## src/branch_pkg.sv

```systemverilog
// constants, types and timing tables of the conditional branch unit
package branch_pkg;

  typedef enum logic [2:0] {
    KIND_TAC,
    KIND_BSET,
    KIND_CARRY,
    KIND_EQUAL,
    KIND_ABOVE,
    KIND_BELOW
  } branch_kind_t;

  typedef enum {
    S_IDLE,
    S_PREFIX,
    S_SUBOP,
    S_OPER,
    S_EXEC
  } fsm_t;

  // opcodes
  localparam logic [7:0] OP_ESCAPE     = 8'ha5;
  localparam logic [7:0] OP_BIT_LONG   = 8'ha9;
  localparam logic [7:0] OP_TAC_SHORT  = 8'h10;
  localparam logic [7:0] OP_BSET_SHORT = 8'h20;
  localparam logic [7:0] OP_CARRY      = 8'h40;
  localparam logic [7:0] OP_EQUAL      = 8'h68;
  localparam logic [7:0] OP_ABOVE      = 8'h38;
  localparam logic [7:0] OP_BELOW      = 8'h28;

  // long-form sub-opcode: upper nibble, then a zero bit, then the bit position
  localparam logic [3:0] SUB_TAC       = 4'h1;
  localparam logic [3:0] SUB_BSET      = 4'h2;
  localparam int         SUB_NIB_LSB   = 4;
  localparam int         SUB_ZERO_BIT  = 3;

  // operand bytes after the opcode (long form: after the sub-opcode)
  localparam logic [1:0] OPS_BIT       = 2'h2;
  localparam logic [1:0] OPS_REL       = 2'h1;

  // state counts, not taken / taken
  localparam logic [2:0] ST_TAC_SHORT_NT  = 3'h4;
  localparam logic [2:0] ST_TAC_SHORT_T   = 3'h7;
  localparam logic [2:0] ST_BSET_SHORT_NT = 3'h2;
  localparam logic [2:0] ST_BSET_SHORT_T  = 3'h5;
  localparam logic [2:0] ST_LONG_BIN_NT   = 3'h4;
  localparam logic [2:0] ST_LONG_BIN_T    = 3'h7;
  localparam logic [2:0] ST_LONG_SRC_NT   = 3'h3;
  localparam logic [2:0] ST_LONG_SRC_T    = 3'h6;
  localparam logic [2:0] ST_CARRY_NT      = 3'h1;
  localparam logic [2:0] ST_CARRY_T       = 3'h4;
  localparam logic [2:0] ST_COND_BIN_NT   = 3'h2;
  localparam logic [2:0] ST_COND_BIN_T    = 3'h5;
  localparam logic [2:0] ST_COND_SRC_NT   = 3'h1;
  localparam logic [2:0] ST_COND_SRC_T    = 3'h4;
  localparam logic [2:0] CNT_FIRST        = 3'h1;

  localparam int PC_W_DEFAULT = 24;

  function automatic logic is_bit_kind(input branch_kind_t kind);
    is_bit_kind = (kind == KIND_TAC) || (kind == KIND_BSET);
  endfunction

  // total states of one branch
  function automatic logic [2:0] states_for(input branch_kind_t kind, input logic long_form,
                                            input logic src_mode, input logic taken);
    logic [2:0] nt;
    logic [2:0] tk;
    nt = src_mode ? ST_COND_SRC_NT : ST_COND_BIN_NT;
    tk = src_mode ? ST_COND_SRC_T : ST_COND_BIN_T;
    if (long_form) begin
      nt = src_mode ? ST_LONG_SRC_NT : ST_LONG_BIN_NT;
      tk = src_mode ? ST_LONG_SRC_T : ST_LONG_BIN_T;
    end else if (kind == KIND_TAC) begin
      nt = ST_TAC_SHORT_NT;
      tk = ST_TAC_SHORT_T;
    end else if (kind == KIND_BSET) begin
      nt = ST_BSET_SHORT_NT;
      tk = ST_BSET_SHORT_T;
    end else if (kind == KIND_CARRY) begin
      nt = ST_CARRY_NT;
      tk = ST_CARRY_T;
    end
    states_for = taken ? tk : nt;
  endfunction

endpackage

```

## src/branch_cond.sv

```systemverilog
// branch condition evaluator
`timescale 1ns/10ps
`default_nettype none
module branch_cond
  import branch_pkg::*;
(
  input  wire branch_kind_t kind_in,
  input  wire logic         carry_in,
  input  wire logic         zero_in,
  input  wire logic         bit_in,
  output logic              taken_out
);

  always_comb begin
    case (kind_in)
      KIND_TAC:   taken_out = bit_in;
      KIND_BSET:  taken_out = bit_in;
      KIND_CARRY: taken_out = carry_in;
      KIND_EQUAL: taken_out = zero_in;
      KIND_ABOVE: taken_out = !zero_in && !carry_in;
      KIND_BELOW: taken_out = zero_in || carry_in;
      default:    taken_out = 1'b0;
    endcase
  end

endmodule
`default_nettype wire

```

## src/branch_decode.sv

```systemverilog
// first-byte decoder of the branch group
`timescale 1ns/10ps
`default_nettype none
module branch_decode
  import branch_pkg::*;
(
  input  wire logic   [7:0] opcode_in,
  input  wire logic         prefixed_in,
  input  wire logic         src_mode_in,
  output logic              valid_out,
  output logic              escape_out,
  output logic              long_out,
  output branch_kind_t      kind_out,
  output logic        [1:0] ops_out
);

  logic ext_ok;

  always_comb begin
    // extended opcodes need the escape in binary mode and none in source mode
    ext_ok     = src_mode_in ? !prefixed_in : prefixed_in;
    valid_out  = 1'b0;
    escape_out = !src_mode_in && !prefixed_in && (opcode_in == OP_ESCAPE);
    long_out   = 1'b0;
    kind_out   = KIND_TAC;
    ops_out    = OPS_REL;
    case (opcode_in)
      OP_TAC_SHORT: begin
        valid_out = !prefixed_in;
        ops_out   = OPS_BIT;
      end
      OP_BSET_SHORT: begin
        valid_out = !prefixed_in;
        kind_out  = KIND_BSET;
        ops_out   = OPS_BIT;
      end
      OP_CARRY: begin
        valid_out = !prefixed_in;
        kind_out  = KIND_CARRY;
      end
      OP_EQUAL: begin
        valid_out = ext_ok;
        kind_out  = KIND_EQUAL;
      end
      OP_ABOVE: begin
        valid_out = ext_ok;
        kind_out  = KIND_ABOVE;
      end
      OP_BELOW: begin
        valid_out = ext_ok;
        kind_out  = KIND_BELOW;
      end
      OP_BIT_LONG: begin
        valid_out = ext_ok;
        long_out  = 1'b1;
        ops_out   = OPS_BIT;
      end
      default: begin
        valid_out = 1'b0;
      end
    endcase
  end

endmodule
`default_nettype wire

```

## src/conditional_branch_unit.sv

```systemverilog
// fetch, decode and execution of the conditional relative branch group
`timescale 1ns/10ps
`default_nettype none
// Function
// - test-and-clear: bit one branches and clears it
// - test-and-clear never writes an already-zero bit
// - bit branches: next pc plus last-byte displacement
// - test-and-clear reads port bits from latch
// - short test-and-clear: 0x10, 3 bytes, 4/7
// - long test-and-clear: 5/4 bytes, 4/7 or 3/6
// - extended opcodes need escape only in binary
// - two-byte jumps: next pc plus sign-extended displacement
// - carry branch: 0x40, 2 bytes, 1/4 states
// - equal branch on zero flag, 0x68
// - above branch: zero and carry clear, 0x38
// - below-or-same: zero or carry set, 0x28
// - bit-set branch leaves tested bit unchanged
module conditional_branch_unit
  import branch_pkg::*;
#(
  parameter int PC_W = PC_W_DEFAULT
) (
  input  wire logic            clk_in,
  input  wire logic            rst_in,
  input  wire logic            src_mode_in,
  input  wire logic            byte_valid_in,
  input  wire logic [7:0]      byte_in,
  output logic                 byte_ready_out,
  input  wire logic            carry_flag_in,
  input  wire logic            zero_flag_in,
  input  wire logic            pc_load_in,
  input  wire logic [PC_W-1:0] pc_load_value_in,
  output logic      [PC_W-1:0] pc_out,
  output logic                 busy_out,
  output logic                 done_out,
  output logic                 taken_out,
  output logic                 unknown_out,
  output logic                 bit_rd_req_out,
  output logic                 bit_latch_out,
  output logic                 bit_long_out,
  output logic      [7:0]      bit_addr_out,
  output logic      [2:0]      bit_pos_out,
  input  wire logic            bit_rd_data_in,
  output logic                 bit_clr_out
);

  localparam logic [PC_W-1:0] PC_ONE = {{(PC_W-1){1'b0}}, 1'b1};

  fsm_t               state_q, state_d;
  branch_kind_t       kind_q, kind_d;
  logic               long_q, long_d;
  logic               src_q, src_d;
  logic [1:0]         ops_q, ops_d;
  logic [1:0]         idx_q, idx_d;
  logic [2:0]         cnt_q, cnt_d;
  logic [PC_W-1:0]    pc_q, pc_d;
  logic [7:0]         addr_q, addr_d;
  logic [2:0]         pos_q, pos_d;
  logic [7:0]         rel_q, rel_d;
  logic               carry_q, carry_d;
  logic               zero_q, zero_d;
  logic               bit_q, bit_d;
  logic               esc_q, esc_d;

  logic               accept;
  logic               dec_valid;
  logic               dec_escape;
  logic               dec_long;
  branch_kind_t       dec_kind;
  logic [1:0]         dec_ops;
  logic               bit_now;
  logic               cond_taken;
  logic [2:0]         need;
  logic [PC_W-1:0]    rel_ext;
  logic [3:0]         sub_nib;

  branch_decode u_decode (
    .opcode_in   (byte_in),
    .prefixed_in (state_q == S_PREFIX),
    .src_mode_in (src_mode_in),
    .valid_out   (dec_valid),
    .escape_out  (dec_escape),
    .long_out    (dec_long),
    .kind_out    (dec_kind),
    .ops_out     (dec_ops)
  );

  // bit value is live on the first execution state and held afterwards
  assign bit_now = (cnt_q == CNT_FIRST) ? bit_rd_data_in : bit_q;

  branch_cond u_cond (
    .kind_in   (kind_q),
    .carry_in  (carry_q),
    .zero_in   (zero_q),
    .bit_in    (bit_now),
    .taken_out (cond_taken)
  );

  assign accept  = byte_valid_in && byte_ready_out;
  assign rel_ext = {{(PC_W-8){rel_q[7]}}, rel_q};
  assign need    = states_for(kind_q, long_q, src_q, cond_taken);
  assign sub_nib = byte_in[SUB_NIB_LSB +: 4];

  assign byte_ready_out = (state_q != S_EXEC);
  assign busy_out       = (state_q != S_IDLE);
  assign pc_out         = pc_q;
  assign bit_addr_out   = addr_q;
  assign bit_pos_out    = pos_q;
  assign bit_long_out   = long_q;
  assign taken_out      = done_out && cond_taken;

  always_comb begin
    state_d        = state_q;
    kind_d         = kind_q;
    long_d         = long_q;
    src_d          = src_q;
    ops_d          = ops_q;
    idx_d          = idx_q;
    cnt_d          = cnt_q;
    pc_d           = pc_q;
    addr_d         = addr_q;
    pos_d          = pos_q;
    rel_d          = rel_q;
    carry_d        = carry_q;
    zero_d         = zero_q;
    bit_d          = bit_q;
    esc_d          = esc_q;
    done_out       = 1'b0;
    unknown_out    = 1'b0;
    bit_rd_req_out = 1'b0;
    bit_latch_out  = 1'b0;
    bit_clr_out    = 1'b0;
    case (state_q)
      S_IDLE, S_PREFIX: begin
        if (accept) begin
          pc_d = pc_q + PC_ONE;
          if (state_q == S_IDLE) begin
            // flags as they stand before the instruction
            carry_d = carry_flag_in;
            zero_d  = zero_flag_in;
            src_d   = src_mode_in;
            esc_d   = 1'b0;
          end
          idx_d = 2'h0;
          if (dec_escape) begin
            esc_d   = 1'b1;
            state_d = S_PREFIX;
          end else if (dec_valid) begin
            kind_d  = dec_kind;
            long_d  = dec_long;
            ops_d   = dec_ops;
            state_d = dec_long ? S_SUBOP : S_OPER;
          end else begin
            unknown_out = 1'b1;
            state_d     = S_IDLE;
          end
        end
      end
      S_SUBOP: begin
        if (accept) begin
          pc_d  = pc_q + PC_ONE;
          pos_d = byte_in[2:0];
          if (byte_in[SUB_ZERO_BIT] == 1'b0 && sub_nib == SUB_TAC) begin
            kind_d  = KIND_TAC;
            state_d = S_OPER;
          end else if (byte_in[SUB_ZERO_BIT] == 1'b0 && sub_nib == SUB_BSET) begin
            kind_d  = KIND_BSET;
            state_d = S_OPER;
          end else begin
            unknown_out = 1'b1;
            state_d     = S_IDLE;
          end
        end
      end
      S_OPER: begin
        if (accept) begin
          pc_d = pc_q + PC_ONE;
          if (idx_q == 2'h0 && ops_q == OPS_BIT) begin
            addr_d = byte_in;
          end
          if (idx_q == ops_q - 2'h1) begin
            rel_d   = byte_in;
            cnt_d   = CNT_FIRST;
            state_d = S_EXEC;
          end else begin
            idx_d = idx_q + 2'h1;
          end
        end
      end
      S_EXEC: begin
        if (cnt_q == CNT_FIRST) begin
          bit_rd_req_out = is_bit_kind(kind_q);
          bit_latch_out  = (kind_q == KIND_TAC);
          bit_d          = bit_rd_data_in;
        end
        if (cnt_q == need) begin
          done_out = 1'b1;
          if (cond_taken) begin
            pc_d = pc_q + rel_ext;
          end
          bit_clr_out = cond_taken && (kind_q == KIND_TAC);
          state_d     = S_IDLE;
        end else begin
          cnt_d = cnt_q + 3'h1;
        end
      end
      default: begin
        state_d = S_IDLE;
      end
    endcase
    if (pc_load_in) begin
      pc_d = pc_load_value_in;
    end
  end

  always_ff @(posedge clk_in) begin
    if (rst_in) begin
      state_q <= S_IDLE;
      kind_q  <= KIND_TAC;
      long_q  <= 1'b0;
      src_q   <= 1'b0;
      ops_q   <= OPS_REL;
      idx_q   <= 2'h0;
      cnt_q   <= CNT_FIRST;
      pc_q    <= '0;
      addr_q  <= 8'h00;
      pos_q   <= 3'h0;
      rel_q   <= 8'h00;
      carry_q <= 1'b0;
      zero_q  <= 1'b0;
      bit_q   <= 1'b0;
      esc_q   <= 1'b0;
    end else begin
      state_q <= state_d;
      kind_q  <= kind_d;
      long_q  <= long_d;
      src_q   <= src_d;
      ops_q   <= ops_d;
      idx_q   <= idx_d;
      cnt_q   <= cnt_d;
      pc_q    <= pc_d;
      addr_q  <= addr_d;
      pos_q   <= pos_d;
      rel_q   <= rel_d;
      carry_q <= carry_d;
      zero_q  <= zero_d;
      bit_q   <= bit_d;
      esc_q   <= esc_d;
    end
  end
endmodule
`default_nettype wire

```

## config.mk

```make
export PLATFORM = sky130hd
export DESIGN_NAME = conditional_branch_unit
export DESIGN_NICKNAME = d
export VERILOG_FILES = /design/src/branch_pkg.sv /design/src/branch_cond.sv /design/src/branch_decode.sv /design/src/conditional_branch_unit.sv
export SDC_FILE = /design/constraint.sdc
export NUM_CORES = 1
export LEC_CHECK = 0
export BUFFER_PORTS_ARGS = -buffer_cell sky130_fd_sc_hd__buf_2
export CORE_ASPECT_RATIO = 1.1
export CORE_MARGIN = 2
export CORE_UTILIZATION = 62
export CTS_BUF_LIST = sky130_fd_sc_hd__clkbuf_4
export DETAILED_ROUTE_END_ITERATION = 10
export PLACE_DENSITY_LB_ADDON = 0.1
export SYNTH_ARGS = -nofsm -noshare
export SYNTH_HDL_FRONTEND = slang
export SYNTH_SLANG_ARGS = --single-unit
```

## constraint.sdc

```tcl
create_clock -name clk_in -period 5.4 [get_ports clk_in]
set_input_delay 0.81 -clock clk_in [delete_from_list [all_inputs] [get_ports clk_in]]
set_output_delay 0.81 -clock clk_in [all_outputs]
set_load 0.02 [all_outputs]
```

# Word-level counts from Yosys, hierarchy flattened
# Index checks and enable logic that the tools add are counted.
# classes
n_reduce_logical	40
n_addsub	5
n_mux	66
n_bitwise	2
eq_ne	38
# op_table
operator	n
two-way mux 32 bit	5
one-hot mux 32 bit (4 select lines)	1
== test 32 x 2 -> 1 bit, second input constant	3
two-way mux 24 bit	4
zero test 32 bit	2
one-hot mux 24 bit (2 select lines)	1
two-way mux 3 bit	13
== test 32 x 1 -> 1 bit, second input constant	1
== test 32 x 3 -> 1 bit, second input constant	1
!= test 32 x 4 -> 1 bit, second input constant	1
nonzero test 32 bit	1
two-way mux 2 bit	13
adder 24 x 1 -> 24 bit, second input constant	1
adder 24 bit	1
== test 8 x 6 -> 1 bit, second input constant	3
two-way mux 1 bit	22
!= test 2 bit, second input constant	9
== test 8 x 7 -> 1 bit, second input constant	2
== test 8 bit, second input constant	2
AND reduction 4 bit	4
one-hot mux 3 bit (5 select lines)	1
one-hot mux 3 bit (2 select lines)	2
logical AND 1 bit	9
!= test 3 bit, second input constant	3
30 further kinds	46
# totals
output_inout_bits	44
regBits	90
word_cells	165
inputBits	40

# Depth between registers and ports, before layout
# Gate-level depths: netlist of run 1.
# logic_depth
word_depth	10
mapped_depth	14
depth_no_buf	13

# Cells and area by module
# From an unflattened synthesis of run 1, not the netlist that was laid out.
# hier_totals
cells_unflattened	556
hier_area_um2	4295.4
# by_module_without_submodules
module	instances	seq_area_each_um2	cells_per_inst	area_each_um2
conditional_branch_unit	1	1221.2	519	4013.8
branch_decode	1	0.0	28	216.5
branch_cond	1	0.0	9	65.1

# Worst setup path after synthesis of run 1
# No wires, ideal clock.
# synth_timing
path_type	register -> register
from	register state_q[0]
to	register pc_q[20], in the netlist pc_out[20]
path_stages_with_launch	15
setup_ns	0.091
required_ns	5.309
arrival_ns	3.040
slack_ns	2.269
period_less_slack_ns	3.131
path_buffers	1
path_cell_list	dfxtp_1 -> nor2_1 -> and2_1 -> clkbuf_1 -> nand2b_1 -> ha_1 -> inv_1 -> fa_1 -> nor2b_1 -> o31a_1 -> o22ai_1 -> a221oi_1 -> mux2i_1 -> or3_1 -> a311oi_1
# synth_via
elab_chain_cells	4
word_cells_on_any_way	15
cone_classes	eq/ne (8); mux (2); reduce/logical (5)
# synth_lines
item	line_no	text
start: declaration	conditional_branch_unit.sv:49	fsm_t state_q, state_d;
start signal: assignment	conditional_branch_unit.sv:234	state_q <= state_d;
== test 32 x 2 -> 1 bit, or another cell as far along	conditional_branch_unit.sv:133	case (state_q)
OR reduction 4 bit (no line) / logical AND 1 bit (equally long branches)	--	
!= test 3 x 1 -> 1 bit (no line), or another cell as far along	--	
AND reduction 4 bit (no line) / two-way mux 24 bit (equally long branches)	--	
end signal: assignment	conditional_branch_unit.sv:241	pc_q <= pc_d;
end: declaration	conditional_branch_unit.sv:56	logic [PC_W-1:0] pc_q, pc_d;
# Several ways; a longest one is shown, not always the timed one.
# A chain may end at the register's enable or synchronous reset.

# Worst setup path after layout of run 1
# Ends and elaborated chain as after synthesis.

==> flow_summary.toml, run 1 <==
[synth]
synth_area_leader_cell = "dfxtp_1"
synth-main-ff-cell = "dfxtp_1"
seq_area_frac_synth_pct = 29.2
synth_area_leaders = "dfxtp_1, nor2_1, mux2i_1"
syn_area_sq_mm = 0.00419
syn-num-nets = 601
netlist_instances = 548
ys.warnings.count = 0
syn_area_per_cell_sq_um = 7.64
synth-async-reset-ratio_pct = 0
ys_types = 70
synth_edf_count = 0
synth_seq_cells = 61
synth_top_area_share_pct = 29.2

[clocking]
clock-sinks = 61
cts_hold_buf = 0
cts_resized = 0
cts_buffers = 9
cts_tree = "done"
path_clk_slew_ns = 0.13
insertion_delay_ns = 0.42
max-clock-path-buffers = 2
root_buffer = "clkbuf_4"
htree_levels = 3
cts_setup_buffers = 0

[route]
totalWireLength_um = 10900
vias_per_cell = 6.29
drt_iter0_markers = 324
routedWlPerCell_um = 15.6
ant_nets = 0
num_vias = 4389
firstDrtPassIters = 6
drc = 0

[finish]
fin_cells = 698
final_area_sq_mm = 0.00474
multiInputGateArea_sq_mm = 0.00274
n_antenna_cell = 0
drive_gt1_share_pct = 18.5
final_common_cell = "buf_2"
regArea_sq_mm = 0.00122
fin_util_pct = 72.3
final_cell_mix = "buf_2, nor2_1, dfxtp_1"
nets = 664
area_growth_pct = 13.1
fill_cells = 564

[hold_path]
hold_class = "flop to flop"

[floorplan]
die_width_um = 82.4
initial_utilization_pct = 63.9
rows = 31
core_sq_mm = 0.00656
die_y_um = 90.2
die-area_sq_mm = 0.00743
io_pins = 84

[timing]
rsz0062_at_grt = "false"
fmax_mhz = 278
slew_viol_final = 0
period_share_pct = 66.5
tns_ns = 0
setup_viol = 0
skew_ns = 0.0236
hold_viol_final = 0
maxSlewHeadroom_pct = 25.9
whs_ns = 0.460
finalCriticalPeriod_ns = 3.59
worst_pin_slew_ns = 1.11
setup_slack_ns = 1.81

[pwr]
power.switching_uw = 304
finalPower_uw = 967
swShare_pct = 31.4
internal_power_uw = 663
pwr-share-comb_pct = 15.0
seq_power_share_pct = 50.5
p_leak_nw = 1.98
ir_drop_uv = 192
power.density_mw_per_mm2 = 204
pwr-share-clk_pct = 34.5

[placed_design]
port_buffers = 83
place_congestion = 0.912
place_inst = 682
place_ws_ns = 1.89
post_dp_cell_area_sq_mm = 0.00460
hpwl_um = 7950

[setup_path]
critical_path_arrival_ns = 3.91
critPathMaxStageDelay_ns = 0.47
cp_slowest_cell = "dfxtp_1"
path_cells = "nor2_1 -> and2_1 -> nand2b_1 -> ha_1 -> inv_1 -> fa_1 -> nor2b_1 -> o31a_1 -> o22ai_1 -> a221oi_1 -> mux2i_1 -> or3_1 -> a311oi_1"
cp.required_ns = 5.72
crit_type = "flop to flop"
end_kind = "flop"
cp-start-kind = "flop"
critPathMaxFanout = 8

[status]
status = "completed"

[global_route]
grt_overflow = 0
grt_start_max_net_pins = 61
grt_pass1_vias = 3877
grt.total_usage_pct = 30.3
antenna_found_initial = 0
grt_pass1_wl_um = 17900

[run]
drv_cap = 0
worst max-delay path, delay by kind of cell, from the launching register on:
kind	cells	cell delay, ns
simple gates	5	1.05
flops	1	0.47
compound gates	4	1.20
buf+inv	1	0.07
fa+ha+maj	2	0.56
mux	1	0.14
power by group through the flow:
stage | clock network [mW] | logic [mW] | registers, mW
CTS | 0.341 | 0.144 | 0.488
detailed placement | 0 | 0.143 | 0.498
floorplan | 0 | 0.0857 | 0.504
global route | 0.362 | 0.160 | 0.491
finish | 0.334 | 0.145 | 0.488
global placement | 0 | 0.140 | 0.498
worst paths after layout:
path	start	endpoint	slack (ns)	depth (start not counted)
setup / recovery	state_q[0]	pc_out[20]	1.81	13
hold / removal	bit_q	bit_q	0.46	2
setup reg to reg	state_q[0]	pc_out[20]	1.81	13
hold reg to reg	bit_q	bit_q	0.46	2
flip-flops by register name, indices dropped and copies added, names as in the netlist, 2 cells and up:
register	cells
cnt_q	3
kind_q	3
bit_addr_out	8
state_q	3
pc_out	24
idx_q	2
rel_q	8
ops_q	2
bit_pos_out	3
routing by layer:
layer	track usage [%]	up-vias	part of all wire, %
met4	11.3	0	1.7
met1	43.3	1996	47
li1	-	2141	-
met5	0	-	0
met2	45.0	234	43
met3	5.12	18	8.3
cell families (layout without fill, tap and decap cells):
kind of cell    Yosys count  in the layout  synth area share [%]
simple gates            236            236                  28.9
compound gates          133            133                  21.8
flops                    61             61                  29.2
buf+inv                  60            128                  5.68
mux                      30             30                  7.26
xor+xnor                 15             15                  3.14
fa+ha+maj                13             13                  4.06
area by class of cell:
type | instances | area share, %
timing repair buffer | 85 | 9.09
multi-input combinational | 427 | 57.7
clock inverter | 7 | 1.56
inverter | 27 | 2.25
sequential | 61 | 25.8
tap | 82 | 2.17
clock buffer | 9 | 1.43
synth_stat cells, types with 5 or more instances:
library cell and n:
nor2_1 78, dfxtp_1 61, nand2_1 35, clkbuf_1 32, a21oi_1 30, mux2i_1 27, inv_1 24, or3_1 18
nor3_1 16, o21ai_0 16, nand3_1 15, a211oi_1 13, and3_1 12, ha_1 12, nand4_1 11, o21a_1 10
xnor2_1 9, a311oi_1 8, nand2b_1 8, nor2b_1 8, o22ai_1 8, nor4_1 6, xor2_1 6, o21ai_1 5
No activity file was read; power rests on OpenSTA's default activity.
==> run 2, diff against run 1 <==
Settings changed: CORE_UTILIZATION 62 to 58.
Clock period 5.4 ns to 3.38 ns, I/O delays scaled along.
==> flow_summary.toml, run 2 (synthesis results as in run 1) <==
[placed_design]
place_ws_ns = 0.115
hpwl_um = 8350
place_inst = 696
port_buffers = 83
post_dp_cell_area_sq_mm = 0.00468
place_congestion = 0.994

[finish]
n_antenna_cell = 0
final_area_sq_mm = 0.00488
final_common_cell = "buf_2"
fin_util_pct = 69.6
final_cell_mix = "buf_2, nor2_1, dfxtp_1"
area_growth_pct = 16.5
fill_cells = 614
fin_cells = 712
largest_reg_flops = 24
drive_gt1_share_pct = 21.1
regArea_sq_mm = 0.00122
multiInputGateArea_sq_mm = 0.00276
nets = 675

[pwr]
ir_drop_uv = 296
finalPower_mw = 1.63
power.density_mw_per_mm2 = 334
p_leak_nw = 2.06

[setup_path]
path_cells = "or3_1 -> a211o_1 -> and2_1 -> a2111oi_2 -> inv_1 -> a21oi_1 -> buf_2"
reg2reg_from = "state_q[1]"
critPathMaxStageDelay_ns = 0.43
cp-start-kind = "flop"
reg2reg_to = "pc_out[9]"
cp_slowest_cell = "or3_1"
rr_worst_depth = 11
cp.required_ns = 2.87
critical_path_arrival_ns = 2.69
crit_type = "flop to output pin"
reg2reg_slack_ns = 0.25
end_kind = "output pin"
critPathMaxFanout = 10

[status]
status = "completed"

[timing]
whs_ns = 0.277
skew_ns = 0.0165
hold_viol_final = 0
maxSlewHeadroom_pct = 27.4
setup_viol = 0
setup_slack_ns = 0.187
period_share_pct = 94.5
finalCriticalPeriod_ns = 3.19
slew_viol_final = 0
tns_ns = 0
worst_pin_slew_ns = 1.09
fmax_mhz = 313

[route]
vias_per_cell = 6.09
totalWireLength_um = 11400
ant_nets = 0
num_vias = 4339
drc = 0
firstDrtPassIters = 7
routedWlPerCell_um = 16.0
drt_iter0_markers = 312

[clocking]
root_buffer = "clkbuf_4"
cts_hold_buf = 0
insertion_delay_ns = 0.44
clock-sinks = 61
cts_buffers = 9
htree_levels = 3
cts_resized = 0
cts_tree = "done"
path_clk_slew_ns = 0.11
max-clock-path-buffers = 2
cts_setup_buffers = 0

[global_route]
grt_overflow = 0
grt_start_max_net_pins = 61
grt_pass1_wl_um = 19400
grt.total_usage_pct = 29.9
antenna_found_initial = 0
grt_pass1_vias = 4156

[hold_path]
holdCritStartpoint = "pc_load_value_in[19]"
hold_class = "primary input to flop"
min_path_cells = 3
whs_endpoint = "pc_out[19]"

[floorplan]
core_sq_mm = 0.00701
io_pins = 84
rows = 32
die_y_um = 93.1
die-area_sq_mm = 0.00792
initial_utilization_pct = 59.8
die_width_um = 85.0

[run]
drv_cap = 0
-- run 2: cell type report --
| type | instances | share of cell area, % |
|---|---|---|
| tap | 85 | 2.18 |
| sequential | 61 | 25.1 |
| multi-input combinational | 427 | 56.7 |
| timing repair buffer | 96 | 10.5 |
| clock inverter | 7 | 2.03 |
| inverter | 27 | 2.18 |
| clock buffer | 9 | 1.38 |
-- run 2: where the power goes --
group          internal, mW  leakage [nW]  switching, mW
Clock                 0.303        0.0865          0.311
Combinational        0.0903          1.48          0.144
Sequential            0.743         0.499         0.0387
Total                  1.14          2.06          0.493
-- run 2: metal layers --
layer / wire (um) / track usage [%] / vias to the layer above / share of wire (%)
met5: 0 / 0 / - / 0
met4: 252 / 12.4 / 0 / 2.2
met2: 5790 / 51.4 / 154 / 51
met1: 4740 / 35.7 / 2007 / 42
li1: - / - / 2150 / -
met3: 617 / 6.71 / 28 / 5.4
-- run 2: how the worst max path moves through the flow --
stage | slack (ns) | from | cells past startpoint | end
CTS | 0.007 | kind_q[2] | 7 | done_out
floorplan | 0.25 | state_q[0] | 14 | pc_out[20]
finish | 0.19 | kind_q[2] | 7 | done_out
global placement | 0.24 | state_q[1] | 13 | pc_out[20]
global route | -0.003 | state_q[1] | 13 | pc_out[16]
detailed placement | 0.12 | state_q[1] | 13 | pc_out[20]
-- run 2: worst max-delay path, delay by kind of cell, from the launching register on --
family | cells | cell delay, ns
compound gates | 3 | 0.92
simple gates | 2 | 0.61
flops | 1 | 0.42
buf+inv | 2 | 0.30
